--- src/common/afir_pkg.sv ---
// Overview of operation
// - clear iir shift registers pixel after hstart match
// - base address 32 bits, low six ignored
// - new base address applies from next frame
// - base address read returns latest written value
// - coefficients are 12-bit signed, six fraction bits
// - two taps per word, reserved bits read zero
// - set zero has eleven taps, tap ten alone
// - second set packed like the first
package afir_pkg;
	localparam int ADDR_W = 6;
	localparam int DATA_W = 32;
	localparam int TAP_W = 12;
	localparam int HPOS_W = 12;
	localparam int NUM_TAPS = 11;
	localparam int NUM_WORDS = 6;
	// byte offsets of the register map
	localparam logic [ADDR_W-1:0] OFF_HSTART = 6'h00;
	localparam logic [ADDR_W-1:0] OFF_BASE = 6'h04;
	localparam logic [ADDR_W-1:0] OFF_SET0 = 6'h08;
	localparam logic [ADDR_W-1:0] OFF_SET1 = 6'h20;
	localparam int BASE_IGNORE = 6;
	localparam int HI_LSB = 16;
	localparam logic [DATA_W-1:0] RST_WORD = 32'h0000_0000;
	localparam logic [DATA_W-1:0] PAIR_MASK = 32'h0FFF_0FFF;
	localparam logic [DATA_W-1:0] HSTART_MASK = 32'h0000_0FFF;
	localparam logic [DATA_W-1:0] BASE_MASK = 32'hFFFF_FFC0;

	typedef logic signed [TAP_W-1:0] afir_tap_t;
	typedef struct packed {
		logic read;
		logic write;
		logic [ADDR_W-1:0] address;
		logic [DATA_W-1:0] writedata;
	} afir_req_s;
	typedef struct packed {
		afir_tap_t [NUM_TAPS-1:0] set0;
		afir_tap_t [NUM_TAPS-1:0] set1;
	} afir_coef_s;
endpackage

--- src/hw/afir_coef_bank.sv ---
`timescale 1ns/10ps
module afir_coef_bank (
	// clock and reset
	input wire logic i_clk,
	input wire logic i_srst,
	// write port
	input wire logic i_we,
	input wire logic [2:0] i_word,
	input wire logic [afir_pkg::DATA_W-1:0] i_wdata,
	// read and tap outputs
	input wire logic [2:0] i_rword,
	output logic [afir_pkg::DATA_W-1:0] o_rdata,
	output afir_pkg::afir_tap_t [afir_pkg::NUM_TAPS-1:0] o_taps
);
	import afir_pkg::*;
	logic [DATA_W-1:0] mem [NUM_WORDS];
	genvar g;
	generate
		for (g = 0; g < NUM_WORDS; g++) begin : g_word
			always_ff @(posedge i_clk) begin
				if (i_srst) begin
					mem[g] <= RST_WORD;
				end else if (i_we && i_word == 3'(g)) begin
					mem[g] <= i_wdata & PAIR_MASK;
				end
			end
		end
		// tap 2k low, 2k+1 high; last word holds tap ten only
		for (g = 0; g < NUM_TAPS; g++) begin : g_tap
			assign o_taps[g] = mem[g/2][(g%2)*HI_LSB +: TAP_W];
		end
	endgenerate
	// upper half of last word is reserved
	wire last_rd = i_rword == 3'(NUM_WORDS-1);
	wire in_rng = i_rword < 3'(NUM_WORDS);
	assign o_rdata = !in_rng ? RST_WORD :
		last_rd ? (mem[NUM_WORDS-1] & HSTART_MASK) : mem[i_rword];
endmodule

--- src/hw/afir_hstart_clear.sv ---
`timescale 1ns/10ps
module afir_hstart_clear (
	// clock and reset
	input wire logic i_clk,
	input wire logic i_srst,
	// pixel timing
	input wire logic i_pix_valid,
	input wire logic [afir_pkg::HPOS_W-1:0] i_hpos,
	input wire logic [afir_pkg::HPOS_W-1:0] i_hstart,
	output logic o_clear
);
	import afir_pkg::*;
	logic armed;
	wire hit = i_pix_valid && i_hpos == i_hstart;
	// clear lands on the next valid pixel, not the matching one
	always_ff @(posedge i_clk) begin
		if (i_srst) begin
			armed <= 1'b0;
			o_clear <= 1'b0;
		end else begin
			o_clear <= armed && i_pix_valid;
			if (i_pix_valid) begin
				armed <= hit;
			end
		end
	end
endmodule

--- src/hw/afir_setup_regs.sv ---
// Our own choices: the address map and the Avalon-MM interface to the registers.
`timescale 1ns/10ps
module afir_setup_regs (
	// clock and reset
	input wire logic i_clk,
	input wire logic i_srst,
	// avalon-mm slave
	input wire logic i_read,
	input wire logic i_write,
	input wire logic [afir_pkg::ADDR_W-1:0] i_address,
	input wire logic [afir_pkg::DATA_W-1:0] i_writedata,
	input wire logic [3:0] i_byteenable,
	output logic [afir_pkg::DATA_W-1:0] o_readdata,
	output logic o_waitrequest,
	output logic [1:0] o_response,
	// video timing
	input wire logic i_frame_start,
	input wire logic i_pix_valid,
	input wire logic [afir_pkg::HPOS_W-1:0] i_hpos,
	// to the filter engine
	output logic o_iir_clear,
	output logic [afir_pkg::HPOS_W-1:0] o_iir_hstart,
	output logic [afir_pkg::DATA_W-1:0] o_active_base,
	output afir_pkg::afir_coef_s o_coef
);
	import afir_pkg::*;
	logic [HPOS_W-1:0] iir_hstart;
	logic [DATA_W-1:0] pending_base;
	logic done;
	afir_req_s req;
	afir_tap_t [NUM_TAPS-1:0] taps0;
	afir_tap_t [NUM_TAPS-1:0] taps1;
	logic [DATA_W-1:0] rd0;
	logic [DATA_W-1:0] rd1;
	logic [DATA_W-1:0] next_readdata;

	function automatic logic [DATA_W-1:0] lanes(
		input logic [DATA_W-1:0] old_v,
		input logic [DATA_W-1:0] new_v,
		input logic [3:0] be);
		logic [DATA_W-1:0] r;
		r = old_v;
		for (int b = 0; b < 4; b++) begin
			if (be[b]) begin
				r[b*8 +: 8] = new_v[b*8 +: 8];
			end
		end
		return r;
	endfunction

	assign req = '{read: i_read, write: i_write, address: i_address,
		writedata: i_writedata};
	// one wait cycle per access keeps readdata a flop output
	wire access = (req.read || req.write) && !done;
	wire wr_go = req.write && !done;
	wire [3:0] word = 4'(req.address[ADDR_W-1:2]);
	wire hit_hs = word == 4'(OFF_HSTART >> 2);
	wire hit_base = word == 4'(OFF_BASE >> 2);
	wire hit_s0 = word >= 4'(OFF_SET0 >> 2) &&
		word < 4'((OFF_SET0 >> 2) + NUM_WORDS);
	wire hit_s1 = word >= 4'(OFF_SET1 >> 2) &&
		word < 4'((OFF_SET1 >> 2) + NUM_WORDS);
	wire mapped = hit_hs || hit_base || hit_s0 || hit_s1;
	wire [2:0] idx0 = 3'(word - 4'(OFF_SET0 >> 2));
	wire [2:0] idx1 = 3'(word - 4'(OFF_SET1 >> 2));
	wire [DATA_W-1:0] merged0 = lanes(rd0, req.writedata, i_byteenable);
	wire [DATA_W-1:0] merged1 = lanes(rd1, req.writedata, i_byteenable);
	wire [DATA_W-1:0] hs_word = {{(DATA_W-HPOS_W){1'b0}}, iir_hstart};

	always_comb begin
		next_readdata = RST_WORD;
		if (hit_hs) begin
			next_readdata = hs_word;
		end else if (hit_base) begin
			next_readdata = pending_base;
		end else if (hit_s0) begin
			next_readdata = rd0;
		end else if (hit_s1) begin
			next_readdata = rd1;
		end
	end

	afir_coef_bank u_set0 (
		.i_clk(i_clk),
		.i_srst(i_srst),
		.i_we(wr_go && hit_s0),
		.i_word(idx0),
		.i_wdata(merged0),
		.i_rword(idx0),
		.o_rdata(rd0),
		.o_taps(taps0)
	);
	// second set, same packing and range as the first
	afir_coef_bank u_set1 (
		.i_clk(i_clk),
		.i_srst(i_srst),
		.i_we(wr_go && hit_s1),
		.i_word(idx1),
		.i_wdata(merged1),
		.i_rword(idx1),
		.o_rdata(rd1),
		.o_taps(taps1)
	);

	afir_hstart_clear u_clr (
		.i_clk(i_clk),
		.i_srst(i_srst),
		.i_pix_valid(i_pix_valid),
		.i_hpos(i_hpos),
		.i_hstart(iir_hstart),
		.o_clear(o_iir_clear)
	);

	always_ff @(posedge i_clk) begin
		if (i_srst) begin
			done <= 1'b0;
			o_waitrequest <= 1'b1;
			o_readdata <= RST_WORD;
			o_response <= 2'h0;
		end else begin
			done <= access;
			o_waitrequest <= !access;
			if (access) begin
				o_readdata <= req.read ? next_readdata : RST_WORD;
				o_response <= mapped ? 2'h0 : 2'h3;
			end
		end
	end

	// even values are the software's duty; stored as written
	always_ff @(posedge i_clk) begin
		if (i_srst) begin
			iir_hstart <= HPOS_W'(0);
		end else if (wr_go && hit_hs) begin
			iir_hstart <= HPOS_W'(lanes(hs_word, req.writedata,
				i_byteenable));
		end
	end

	// base is 64-byte aligned; six low bits dropped on write
	always_ff @(posedge i_clk) begin
		if (i_srst) begin
			pending_base <= RST_WORD;
		end else if (wr_go && hit_base) begin
			pending_base <= lanes(pending_base, req.writedata,
				i_byteenable) & BASE_MASK;
		end
	end

	// frame-boundary copy; a write in the same cycle waits a frame
	always_ff @(posedge i_clk) begin
		if (i_srst) begin
			o_active_base <= RST_WORD;
		end else if (i_frame_start) begin
			o_active_base <= pending_base;
		end
	end

	always_ff @(posedge i_clk) begin
		if (i_srst) begin
			o_iir_hstart <= HPOS_W'(0);
			o_coef <= '0;
		end else begin
			o_iir_hstart <= iir_hstart;
			o_coef <= '{set0: taps0, set1: taps1};
		end
	end
	// paxel start vs iir start ordering is checked by software
endmodule

--- config.mk ---
export PLATFORM = sky130hd
export DESIGN_NAME = afir_setup_regs
export DESIGN_NICKNAME = d
export VERILOG_FILES = /design/src/common/afir_pkg.sv /design/src/hw/afir_coef_bank.sv /design/src/hw/afir_hstart_clear.sv /design/src/hw/afir_setup_regs.sv
export SDC_FILE = /design/constraint.sdc
export NUM_CORES = 1
export LEC_CHECK = 0
export BUFFER_PORTS_ARGS = -buffer_cell sky130_fd_sc_hd__buf_4
export CORE_UTILIZATION = 42
export CTS_BUF_LIST = sky130_fd_sc_hd__clkbuf_16
export DETAILED_ROUTE_END_ITERATION = 10
export GPL_TIMING_DRIVEN = 1
export HOLD_SLACK_MARGIN = 0.1
export PLACE_DENSITY = 0.61
export SYNTH_ARGS = -nofsm -noshare
export SYNTH_HDL_FRONTEND = slang
export SYNTH_SLANG_ARGS = --single-unit
--- constraint.sdc ---
create_clock -name i_clk -period 7.8 [get_ports i_clk]
set_clock_uncertainty 0.05 [all_clocks]
set_input_delay 0.39 -clock i_clk [delete_from_list [all_inputs] [get_ports i_clk]]
set_output_delay 0.39 -clock i_clk [all_outputs]
set_load 0.01 [all_outputs]
* After elaboration in Yosys (flattened, before gate mapping)
Memories as Yosys holds them, arrays and structs flattened. A register that Yosys moved wholly into a read port is not among the register bits. Index checks and enable logic that the tools add are counted. W data, S select, Z words.
Word-level totals: bits in writable memories 288, logic and storage cells 155, memories kept 2, input port bits 60, flip-flop bits (word level) 138
Cells by class: mux-type cells 68, add/sub/neg operators 2, reductions and logical operators 37, equality and inequality tests 12, order comparisons 6, bitwise logic cells 12
Memory list:
- u_set0.mem | depth 6, width 24, read ports 7, clocked after Yosys merged registers in 5, write ports 6, line afir_coef_bank.sv:16 | logic [DATA_W-1:0] mem [NUM_WORDS];
- u_set1.mem | depth 6, width 24, read ports 7, clocked after Yosys merged registers in 5, write ports 6, line afir_coef_bank.sv:16
Operators with widths (count):
- $mux W24 | 12
- $mux W32 | 9
- $mux W1 | 38
- $mux W8 | 4
- $logic_and A1 B1 Y1 | 22
- $mux W4 | 4
- $eq A12 B12 Y1 | 1
- $eq A3 B2 Y1 const B | 4
- $eq A3 B3 Y1 const B | 4
- $or A1 B1 Y1 | 12
- $reduce_and A2 Y1 | 6
- $lt A4 B4 Y1 const B | 2
- $eq A3 B1 Y1 const B | 2
- $logic_not A3 Y1 | 2
- $lt A3 B3 Y1 const B | 2
- $eq A4 B1 Y1 const B | 1
- $ge A4 B2 Y1 const B | 1
- $ge A4 B4 Y1 const B | 1
- $logic_not A4 Y1 | 1
- $logic_or A1 B1 Y1 | 4
- $sub A3 B1 Y3 const B | 1
- $sub A3 B2 Y3 const B | 1
- $logic_not A1 Y1 | 2
- $mux W2 | 1

* Depth between registers and ports, before layout
Gate-level depths: netlist of the first run.
depth in word-level cells 9, depth in mapped cells 11

* Hierarchy
Synthesis of the first run repeated with hierarchy kept, for this count alone.
Unflattened totals: cells, all modules 2094, area total of the unflattened synthesis 25240.5 µm²
Modules (own cells, without submodules):
- afir_setup_regs | cells an instance 1195, area an instance 12326.8 µm², times used 1
- afir_coef_bank at u_set1 | cells an instance 439, area an instance 6362.4 µm², times used 1
- afir_coef_bank at u_set0 | cells an instance 439, area an instance 6358.6 µm², times used 1
- afir_hstart_clear | cells an instance 21, area an instance 192.7 µm², times used 1

* Least setup slack after synthesis of the first run
Ideal clock, no wire load.
path kind input port to flip-flop, start point input i_address[3] in the netlist's numbering, end point memory u_set0.mem[0][0] in the netlist's numbering, enable pin, stages 8, slack 4.929 ns, data arrival time 2.441 ns, library setup time 0.380 ns, cells stage by stage buf_4 clkbuf_1 inv_1 ha_1 buf_2 clkinv_1 nor3_1 a21o_1
RTL lines:
- from (decl) | line afir_setup_regs.sv:10 | input wire logic [afir_pkg::ADDR_W-1:0] i_address,
- to (decl) | line afir_coef_bank.sv:16

==> reports/qor.txt, run 1 <==
FINAL LAYOUT
--------------------------------------------------------------------------------
Fill count                                                                  5044
Non-Filler Cell Area, Final                                          31100 sq um
Commonest non-fill, non-tap cell in the layout                             buf_4
Layout overhead on the synthesized area                                    24.9%
NumNets Final                                                               2517
Finished Layout Cells                                                       3279
Share of cells above drive strength 1                                      23.3%
Commonest non-fill, non-tap cells in the layout                     buf_4 (410), nor2_1 (379), dfxtp_1 (377)

CTS
--------------------------------------------------------------------------------
Maximum root-to-sink buffer count                                              3
Buffer count from post-CTS setup fixing                                        0
# hold bufs at CTS                                                            38
Clock transition at the registers of the reported paths                  0.06 ns
H-tree depth                                                                   3
Cts bufs inserted                                                             71
Clock latency on the worst-skew pair                                     0.61 ns
Num Clock Sinks                                                              665
Clock Root Buffer                                                      clkbuf_16
CTS tree                                                                    done
Post-cts repair resize count                                                   0

GLOBAL ROUTING
--------------------------------------------------------------------------------
Most Crowded Layer GR                                                       met2
Global-route track usage on met1                                           30.7%
GRT overflow                                                                   0
First-pass GRT wire length                                          110000 microns
Global-route total usage across every layer                                24.6%
Maximum number of pins on one net before global-route repair                 198
Fraction of met3 tracks used by global routing                             5.55%
Number of global-route vias before repair                                  17585
Met2 usage                                                                 42.3%
Antenna violations before repair                                               4

ROUTING
--------------------------------------------------------------------------------
Initial DRC count                                                           1535
Number of remaining DRC errors                                                 0
Vias                                                                       17442
Final ANT Viol Nets                                                            0
Via-to-Cell Ratio                                                           5.32
Routed wire per std cell                                            23.1 microns
Router iterations before antenna repair                                        5
Total detailed-routing wirelength                                   75800 microns

SYNTHESIS
--------------------------------------------------------------------------------
Prevailing post-synth register cell                                      dfxtp_1
Share of synthesized registers carrying an async set or reset                 0%
Number of synthesized flops with an enable pin                               288
Number of synthesis warnings                                                   0
Cell variety after synth                                                      68
FF+latch count, synth                                                        665
Combined area of all synthesized cells                               24900 sq um
Share of synthesized area occupied by flip-flops and latches               64.9%
Mapped Cells                                                                2063
Synthesized area divided by synthesized cell count                    12.1 sq um

TIMING
--------------------------------------------------------------------------------
Final period util                                                          47.1%
Setup repair after global routing missed its margin                           no
Hold Vio Cnt, Final                                                            0
Number of pins exceeding their max-slew limit in the final report              0
Min cycle time layout                                                    3.67 ns
Min Hold Slack                                                          0.181 ns
Worst slew margin relative to its limit                                    16.1%
Endpoints failing setup                                                        0
Max Clock Freq                                                           272 MHz
Setup TNS                                                                   0 ns
Slew at the pin closest to its max-slew limit                            1.26 ns

PLACED DESIGN
--------------------------------------------------------------------------------
Estimated wirelength of the detail-placed design                    52600 microns
I/O Buffers                                                                  395
Final weighted congestion in routability-driven placement                  0.894
Placed cell area                                                     28400 sq um
Number of cells in the design after placement                               3109

POWER
--------------------------------------------------------------------------------
Logic pwr share                                                             8.1%
Total internal power                                                     5.96 mW
LEAKAGE                                                                  13.0 nW
Net switching fraction of the power                                        23.6%
Total power of the final layout                                          7.81 mW
Cell Pwr Density                                                     251 nW/um^2
Switching power total                                                    1.85 mW
Clock share of power                                                       43.2%
Peak supply drop                                                      0.000158 V
Sequential group share of total power                                      48.8%

CRITICAL PATH
--------------------------------------------------------------------------------
Maximum fanout along the worst path                                           36
Worst path most repeated cell                                              buf_4
Combined buffer and inverter count along the critical path                     5
Largest stage delay on the critical path                                 0.82 ns
Reg-to-Reg Start                                                            done
Flop-to-flop setup slack                                                 5.19 ns
Highest-delay cell along the critical path                               nand2_1
Cells traversed along the worst timing path                         buf_4, inv_1, buf_4, ha_1, buf_4, clkinv_1, nor4_1, nand2_1, a21oi_1
Type of element launching the critical path                         primary input
Startpoint of the worst setup timing path                           i_address[4]
Category of the most critical setup path                               in -> reg
Largest delay contributor family on the critical path               buffers and inverters
Kind of capture point of the worst setup path                               flop
Required time of the critical path                                       8.18 ns
Critical path data arrival time                                          4.05 ns

HOLD PATH
--------------------------------------------------------------------------------
Hold WC Path Type                                                      in -> reg
Startpoint of the tightest hold check path                          i_address[5]

FLOORPLAN
--------------------------------------------------------------------------------
Std-Cell Rows                                                                 88
Boundary pin count                                                           404
Die span in y                                                        246 microns
Core area                                                            58100 sq um
Initial Utilization                                                        42.9%
Horizontal die dimension                                             246 microns
Die Outline Area                                                     60400 sq um

RUN
--------------------------------------------------------------------------------
Max_cap viols                                                                  0

OUTCOME
--------------------------------------------------------------------------------
Result of the run                                                   finished, final reports clean

-- per-layer routing --
layer | routed length, microns | vias to the layer above
met5 | 22 | -
li1 | - | 7988
met3 | 5340 | 150
met4 | 2080 | 4
met1 | 30500 | 8640
met2 | 37800 | 660
-- synth_stat cells, drive strengths merged (19+ instances only) --
cell type,instances,area (sq um)
clkbuf,84,315
a22oi,27,203
edfxtp,288,8650
nor2,381,1440
buf,54,350
mux2i,161,1610
nand2,61,229
a31oi,32,244
a221o,24,240
o21ai,20,100
nand3,29,188
dfxtp,377,7550
and2,19,119
nor2b,280,1750
-- power groups by stage --
stage / Combinational (mW) / Clock, mW / Sequential (mW)
detailed placement: 0.613 / 0 / 3.88
global placement: 0.607 / 0 / 3.88
finish: 0.629 / 3.37 / 3.81
floorplan: 0.326 / 0 / 3.89
CTS: 0.631 / 3.42 / 3.81
global route: 0.668 / 3.58 / 3.82
-- flip-flops by register name, indices dropped and copies added (netlist names) --
name	cells
o_coef	264
u_set0.mem	144
u_set1.mem	144
o_readdata	32
o_active_base	26
pending_base	26
iir_hstart	12
o_iir_hstart	12
done	1
o_response	1
o_waitrequest	1
u_clr.armed	1
u_clr.o_clear	1
-- tightest hold or removal path: cells and delay by family --
family / cells / cell delay, ns
buf+inv: 1 / 0.20
compound gates: 1 / 0.07
simple gates: 1 / 0.11
-- metrics by stage --
stage          utilization (%)  setup slack [ns]
2_1_floorplan                -              4.93
3_5_place_dp              48.8              3.58
6_report                  53.6              4.13
5_1_grt                   53.6              3.95
4_1_cts                   53.6              4.21
3_3_place_gp              48.8              3.64
-- cell families after synthesis --
| family | synth area share [%] |
|---|---|
| compound gates | 7.60 |
| other cells | 0.0150 |
| flops | 64.9 |
| mux | 7.82 |
| xor+xnor | 0.421 |
| fa+ha+maj | 0.100 |
| buf+inv | 2.91 |
| simple gates | 16.2 |
-- path summary, 6_finish.rpt --
kind / depth (start not counted) / endpoint
worst min-delay path: 3 / o_response[0]
worst min register to register: 2 / o_readdata[25]
worst max-delay path: 9 / u_set0.mem[2][23]
worst max register to register: 4 / u_set0.mem[2][23]
-- cell type report --
type                       instances  area, sq um  area share [%]
multi-input combinational       1249         8040            25.8
clock buffer                      80         2000            6.43
antenna                            2         5.00          0.0161
sequential                       665        16200            52.0
tap                              765          957            3.07
timing repair buffer             452         3520            11.3
clock inverter                    50          358            1.15
inverter                          16         60.1           0.193
(Power assumes the default switching activity.)
==> run 2, diff against run 1 <==
--- a/config.mk
+++ b/config.mk
@@ -5,6 +5,7 @@
 export SDC_FILE = /design/constraint.sdc
 export NUM_CORES = 1
 export LEC_CHECK = 0
+export ABC_AREA = 1
 export BUFFER_PORTS_ARGS = -buffer_cell sky130_fd_sc_hd__buf_4
 export CORE_UTILIZATION = 42
 export CTS_BUF_LIST = sky130_fd_sc_hd__clkbuf_16
==> constraint.sdc (replaced) <==
create_clock -name i_clk -period 3.7 [get_ports i_clk]
set_clock_uncertainty 0.05 [all_clocks]
set_input_delay 0.185 -clock i_clk [delete_from_list [all_inputs] [get_ports i_clk]]
set_output_delay 0.185 -clock i_clk [all_outputs]
set_load 0.01 [all_outputs]
==> reports/qor.txt, run 2 <==
OUTCOME
------------------------------------------------------------------------------------
Result of the run                                                       finished, final reports clean

FINAL LAYOUT
------------------------------------------------------------------------------------
Largest register by flop count                                                o_coef
Number of flip-flops under the largest register name                             264
Commonest non-fill, non-tap cells in the layout                         nand2_1 (581), nor2_1 (566), buf_4 (428)
NumNets Final                                                                   3369
Fill count                                                                      5510
Share of cells above drive strength 1                                          17.6%
Layout overhead on the synthesized area                                        25.6%
Registers with the most flip-flops                                      o_coef (264), u_set0.mem (144), u_set1.mem (144)
Commonest non-fill, non-tap cell in the layout                               nand2_1

SYNTHESIS
------------------------------------------------------------------------------------
Cell variety after synth                                                          33
Largest family of logic cells by synthesized area                       simple AND/OR/NAND/NOR gates
Parity-gate share of the synthesized area counting xor and xnor cells         0.206%
Biggest area consumer among synthesized cells                               edfxtp_1
Synth top area share                                                           33.9%
Most used standard cells in the synthesized netlist                     nand2_1 (581), nor2_1 (567), dfxtp_1 (377)
Compound-cell area share of the yosys netlist                                  6.10%
Top cells by area, synth                                                edfxtp_1 (34%), dfxtp_1 (30%), nand2_1 (8.5%)
FF+latch count, synth                                                            665
Most used standard cell by instance count after synthesis                    nand2_1
Synthesized area divided by synthesized cell count                        8.85 sq um
Combined area of all synthesized cells                                   25500 sq um
Synth Area in Adders                                                         0.0980%
Post-Synth Simple-Gate Area                                                    21.7%
Number of synthesis warnings                                                       0
Number of synthesized flops with an enable pin                                   288
Mapped Cells                                                                    2885
Prevailing post-synth register cell                                          dfxtp_1
Share of synthesized registers carrying an async set or reset                     0%
Portion of netlist area occupied by mux cells                                     0%
Share of synthesized area occupied by flip-flops and latches                   63.4%

CTS
------------------------------------------------------------------------------------
Buffer count from post-CTS setup fixing                                            0
Cts bufs inserted                                                                 71
H-tree depth                                                                       3
CTS tree                                                                        done
Clock Root Buffer                                                          clkbuf_16
Clock transition at the registers of the reported paths                      0.06 ns
Num Clock Sinks                                                                  665
Maximum root-to-sink buffer count                                                  3
# hold bufs at CTS                                                                66
Clock latency on the worst-skew pair                                         0.63 ns
Post-cts repair resize count                                                       0

ROUTING
------------------------------------------------------------------------------------
Initial DRC count                                                               2365
Number of remaining DRC errors                                                     0
Vias                                                                           21277
Total detailed-routing wirelength                                       86600 microns
Routed wire per std cell                                                20.9 microns
Via-to-Cell Ratio                                                               5.13
Router iterations before antenna repair                                            6
Final ANT Viol Nets                                                                0

POWER
------------------------------------------------------------------------------------
Switching power total                                                        4.17 mW
Total internal power                                                         12.3 mW
LEAKAGE                                                                      14.7 nW
Sequential group share of total power                                          48.8%
Logic pwr share                                                                 9.4%
Cell Pwr Density                                                         515 nW/um^2
Peak supply drop                                                          0.000408 V
Clock share of power                                                           41.8%
Net switching fraction of the power                                            25.3%
Total power of the final layout                                              16.5 mW

FLOORPLAN
------------------------------------------------------------------------------------
Horizontal die dimension                                                 249 microns
Die Outline Area                                                         61800 sq um
Std-Cell Rows                                                                     90
Die span in y                                                            249 microns
Boundary pin count                                                               404
Core area                                                                60200 sq um
Initial Utilization                                                            42.4%

TIMING
------------------------------------------------------------------------------------
Setup repair after global routing missed its margin                               no
Final period util                                                              79.7%
Max Clock Freq                                                               339 MHz
Endpoints failing setup                                                            0
Hold Vio Cnt, Final                                                                0
Setup TNS                                                                       0 ns
Number of pins exceeding their max-slew limit in the final report                  0
Slew at the pin closest to its max-slew limit                                1.11 ns
Worst slew margin relative to its limit                                        25.7%
Min cycle time layout                                                        2.95 ns

HOLD PATH
------------------------------------------------------------------------------------
Cell count of the worst hold path                                                  3
Hold WC Path Type                                                          in -> reg

RUN
------------------------------------------------------------------------------------
Max_cap viols                                                                      0

CRITICAL PATH
------------------------------------------------------------------------------------
Critical path data arrival time                                              3.45 ns
Required time of the critical path                                           4.20 ns
Type of element launching the critical path                             primary input
Category of the most critical setup path                                   in -> reg
Maximum fanout along the worst path                                               51
Kind of capture point of the worst setup path                                   flop
Cells on worst reg2reg path                                                        8

PLACED DESIGN
------------------------------------------------------------------------------------
Final weighted congestion in routability-driven placement                      0.938
I/O Buffers                                                                      395
Estimated wirelength of the detail-placed design                        59700 microns

GLOBAL ROUTING
------------------------------------------------------------------------------------
Maximum number of pins on one net before global-route repair                     131
Antenna violations before repair                                                   4
First-pass GRT wire length                                              127000 microns
Global-route total usage across every layer                                    27.5%
GRT overflow                                                                       0
Number of global-route vias before repair                                      20446

-- run 2: worst paths after layout --
| kind | from | endpoint | slack, ns |
|---|---|---|---|
| hold / removal | i_writedata[4] | iir_hstart[4] | 0.16 |
| setup reg to reg | done | pending_base[7] | 0.92 |
| hold reg to reg | o_readdata[21] | o_readdata[21] | 0.40 |
| setup / recovery | i_srst | pending_base[7] | 0.75 |
-- run 2: cell type report --
class                           instances  area (sq um)  area share, %
Tap cell                              782           978           3.05
Multi-Input combinational cell       1688          7270           22.7
Timing Repair Buffer                  496          3910           12.2
Clock inverter                         49           255          0.796
Antenna cell                            1          2.50        0.00780
Clock buffer                           81          2030           6.32
Inverter                              385          1450           4.51
Sequential cell                       665         16200           50.5
-- run 2: critical path, cell delays in order --
cell and delay (ns):
dlygate4sd3_1 0.56, clkbuf_8 0.21, inv_2 0.56, buf_4 0.51, o21ai_0 0.18, dlygate4sd3_1 0.60
nor2_1 0.08, dlygate4sd3_1 0.55
-- run 2: per-layer routing --
metal	global-route usage [%]	vias to the layer above	share of wire, %
met5	0	-	0.0092
met4	12.9	2	4.6
met3	5.73	212	9.0
met2	44.0	1087	46
met1	35.9	10082	40
li1	-	9894	-
-- run 2: through the flow --
| stage | util (%) | hold slack, ns | area, sq um | std cells | worst slack (ns) |
|---|---|---|---|---|---|
| 2_1_floorplan | - | 0.256 | 25600 | 2890 | 0.0800 |
| 3_3_place_gp | 48.4 | 0.394 | 29100 | 3950 | 0.797 |
| 3_5_place_dp | 48.4 | 0.395 | 29100 | 3950 | 0.785 |
| 4_1_cts | 53.2 | 0.109 | 32100 | 4146 | 0.827 |
| 5_1_grt | 53.2 | 0.157 | 32100 | 4147 | 0.602 |
| 6_report | 53.2 | 0.161 | 32100 | 4147 | 0.753 |
-- run 2: power by group through the flow --
stage	Sequential, mW	Clock [mW]	Combinational (mW)
finish	8.05	6.90	1.56
global route	8.08	7.30	1.67
CTS	8.06	7.02	1.54
detailed placement	8.21	0	1.48
global placement	8.21	0	1.47
floorplan	8.25	0	0.725
-- run 2: kinds of logic (layout without fill, tap and decap cells) --
kind of cell | count (synthesis) | count (layout)
AND/OR/NAND/NOR | 1367 | 1367
other | 1 | 7
AO/OA/AOI/OAI | 307 | 307
adder cells (fa/ha/maj) | 2 | 2
buffers and inverters | 537 | 1011
XOR/XNOR | 6 | 6
flip-flops | 665 | 665
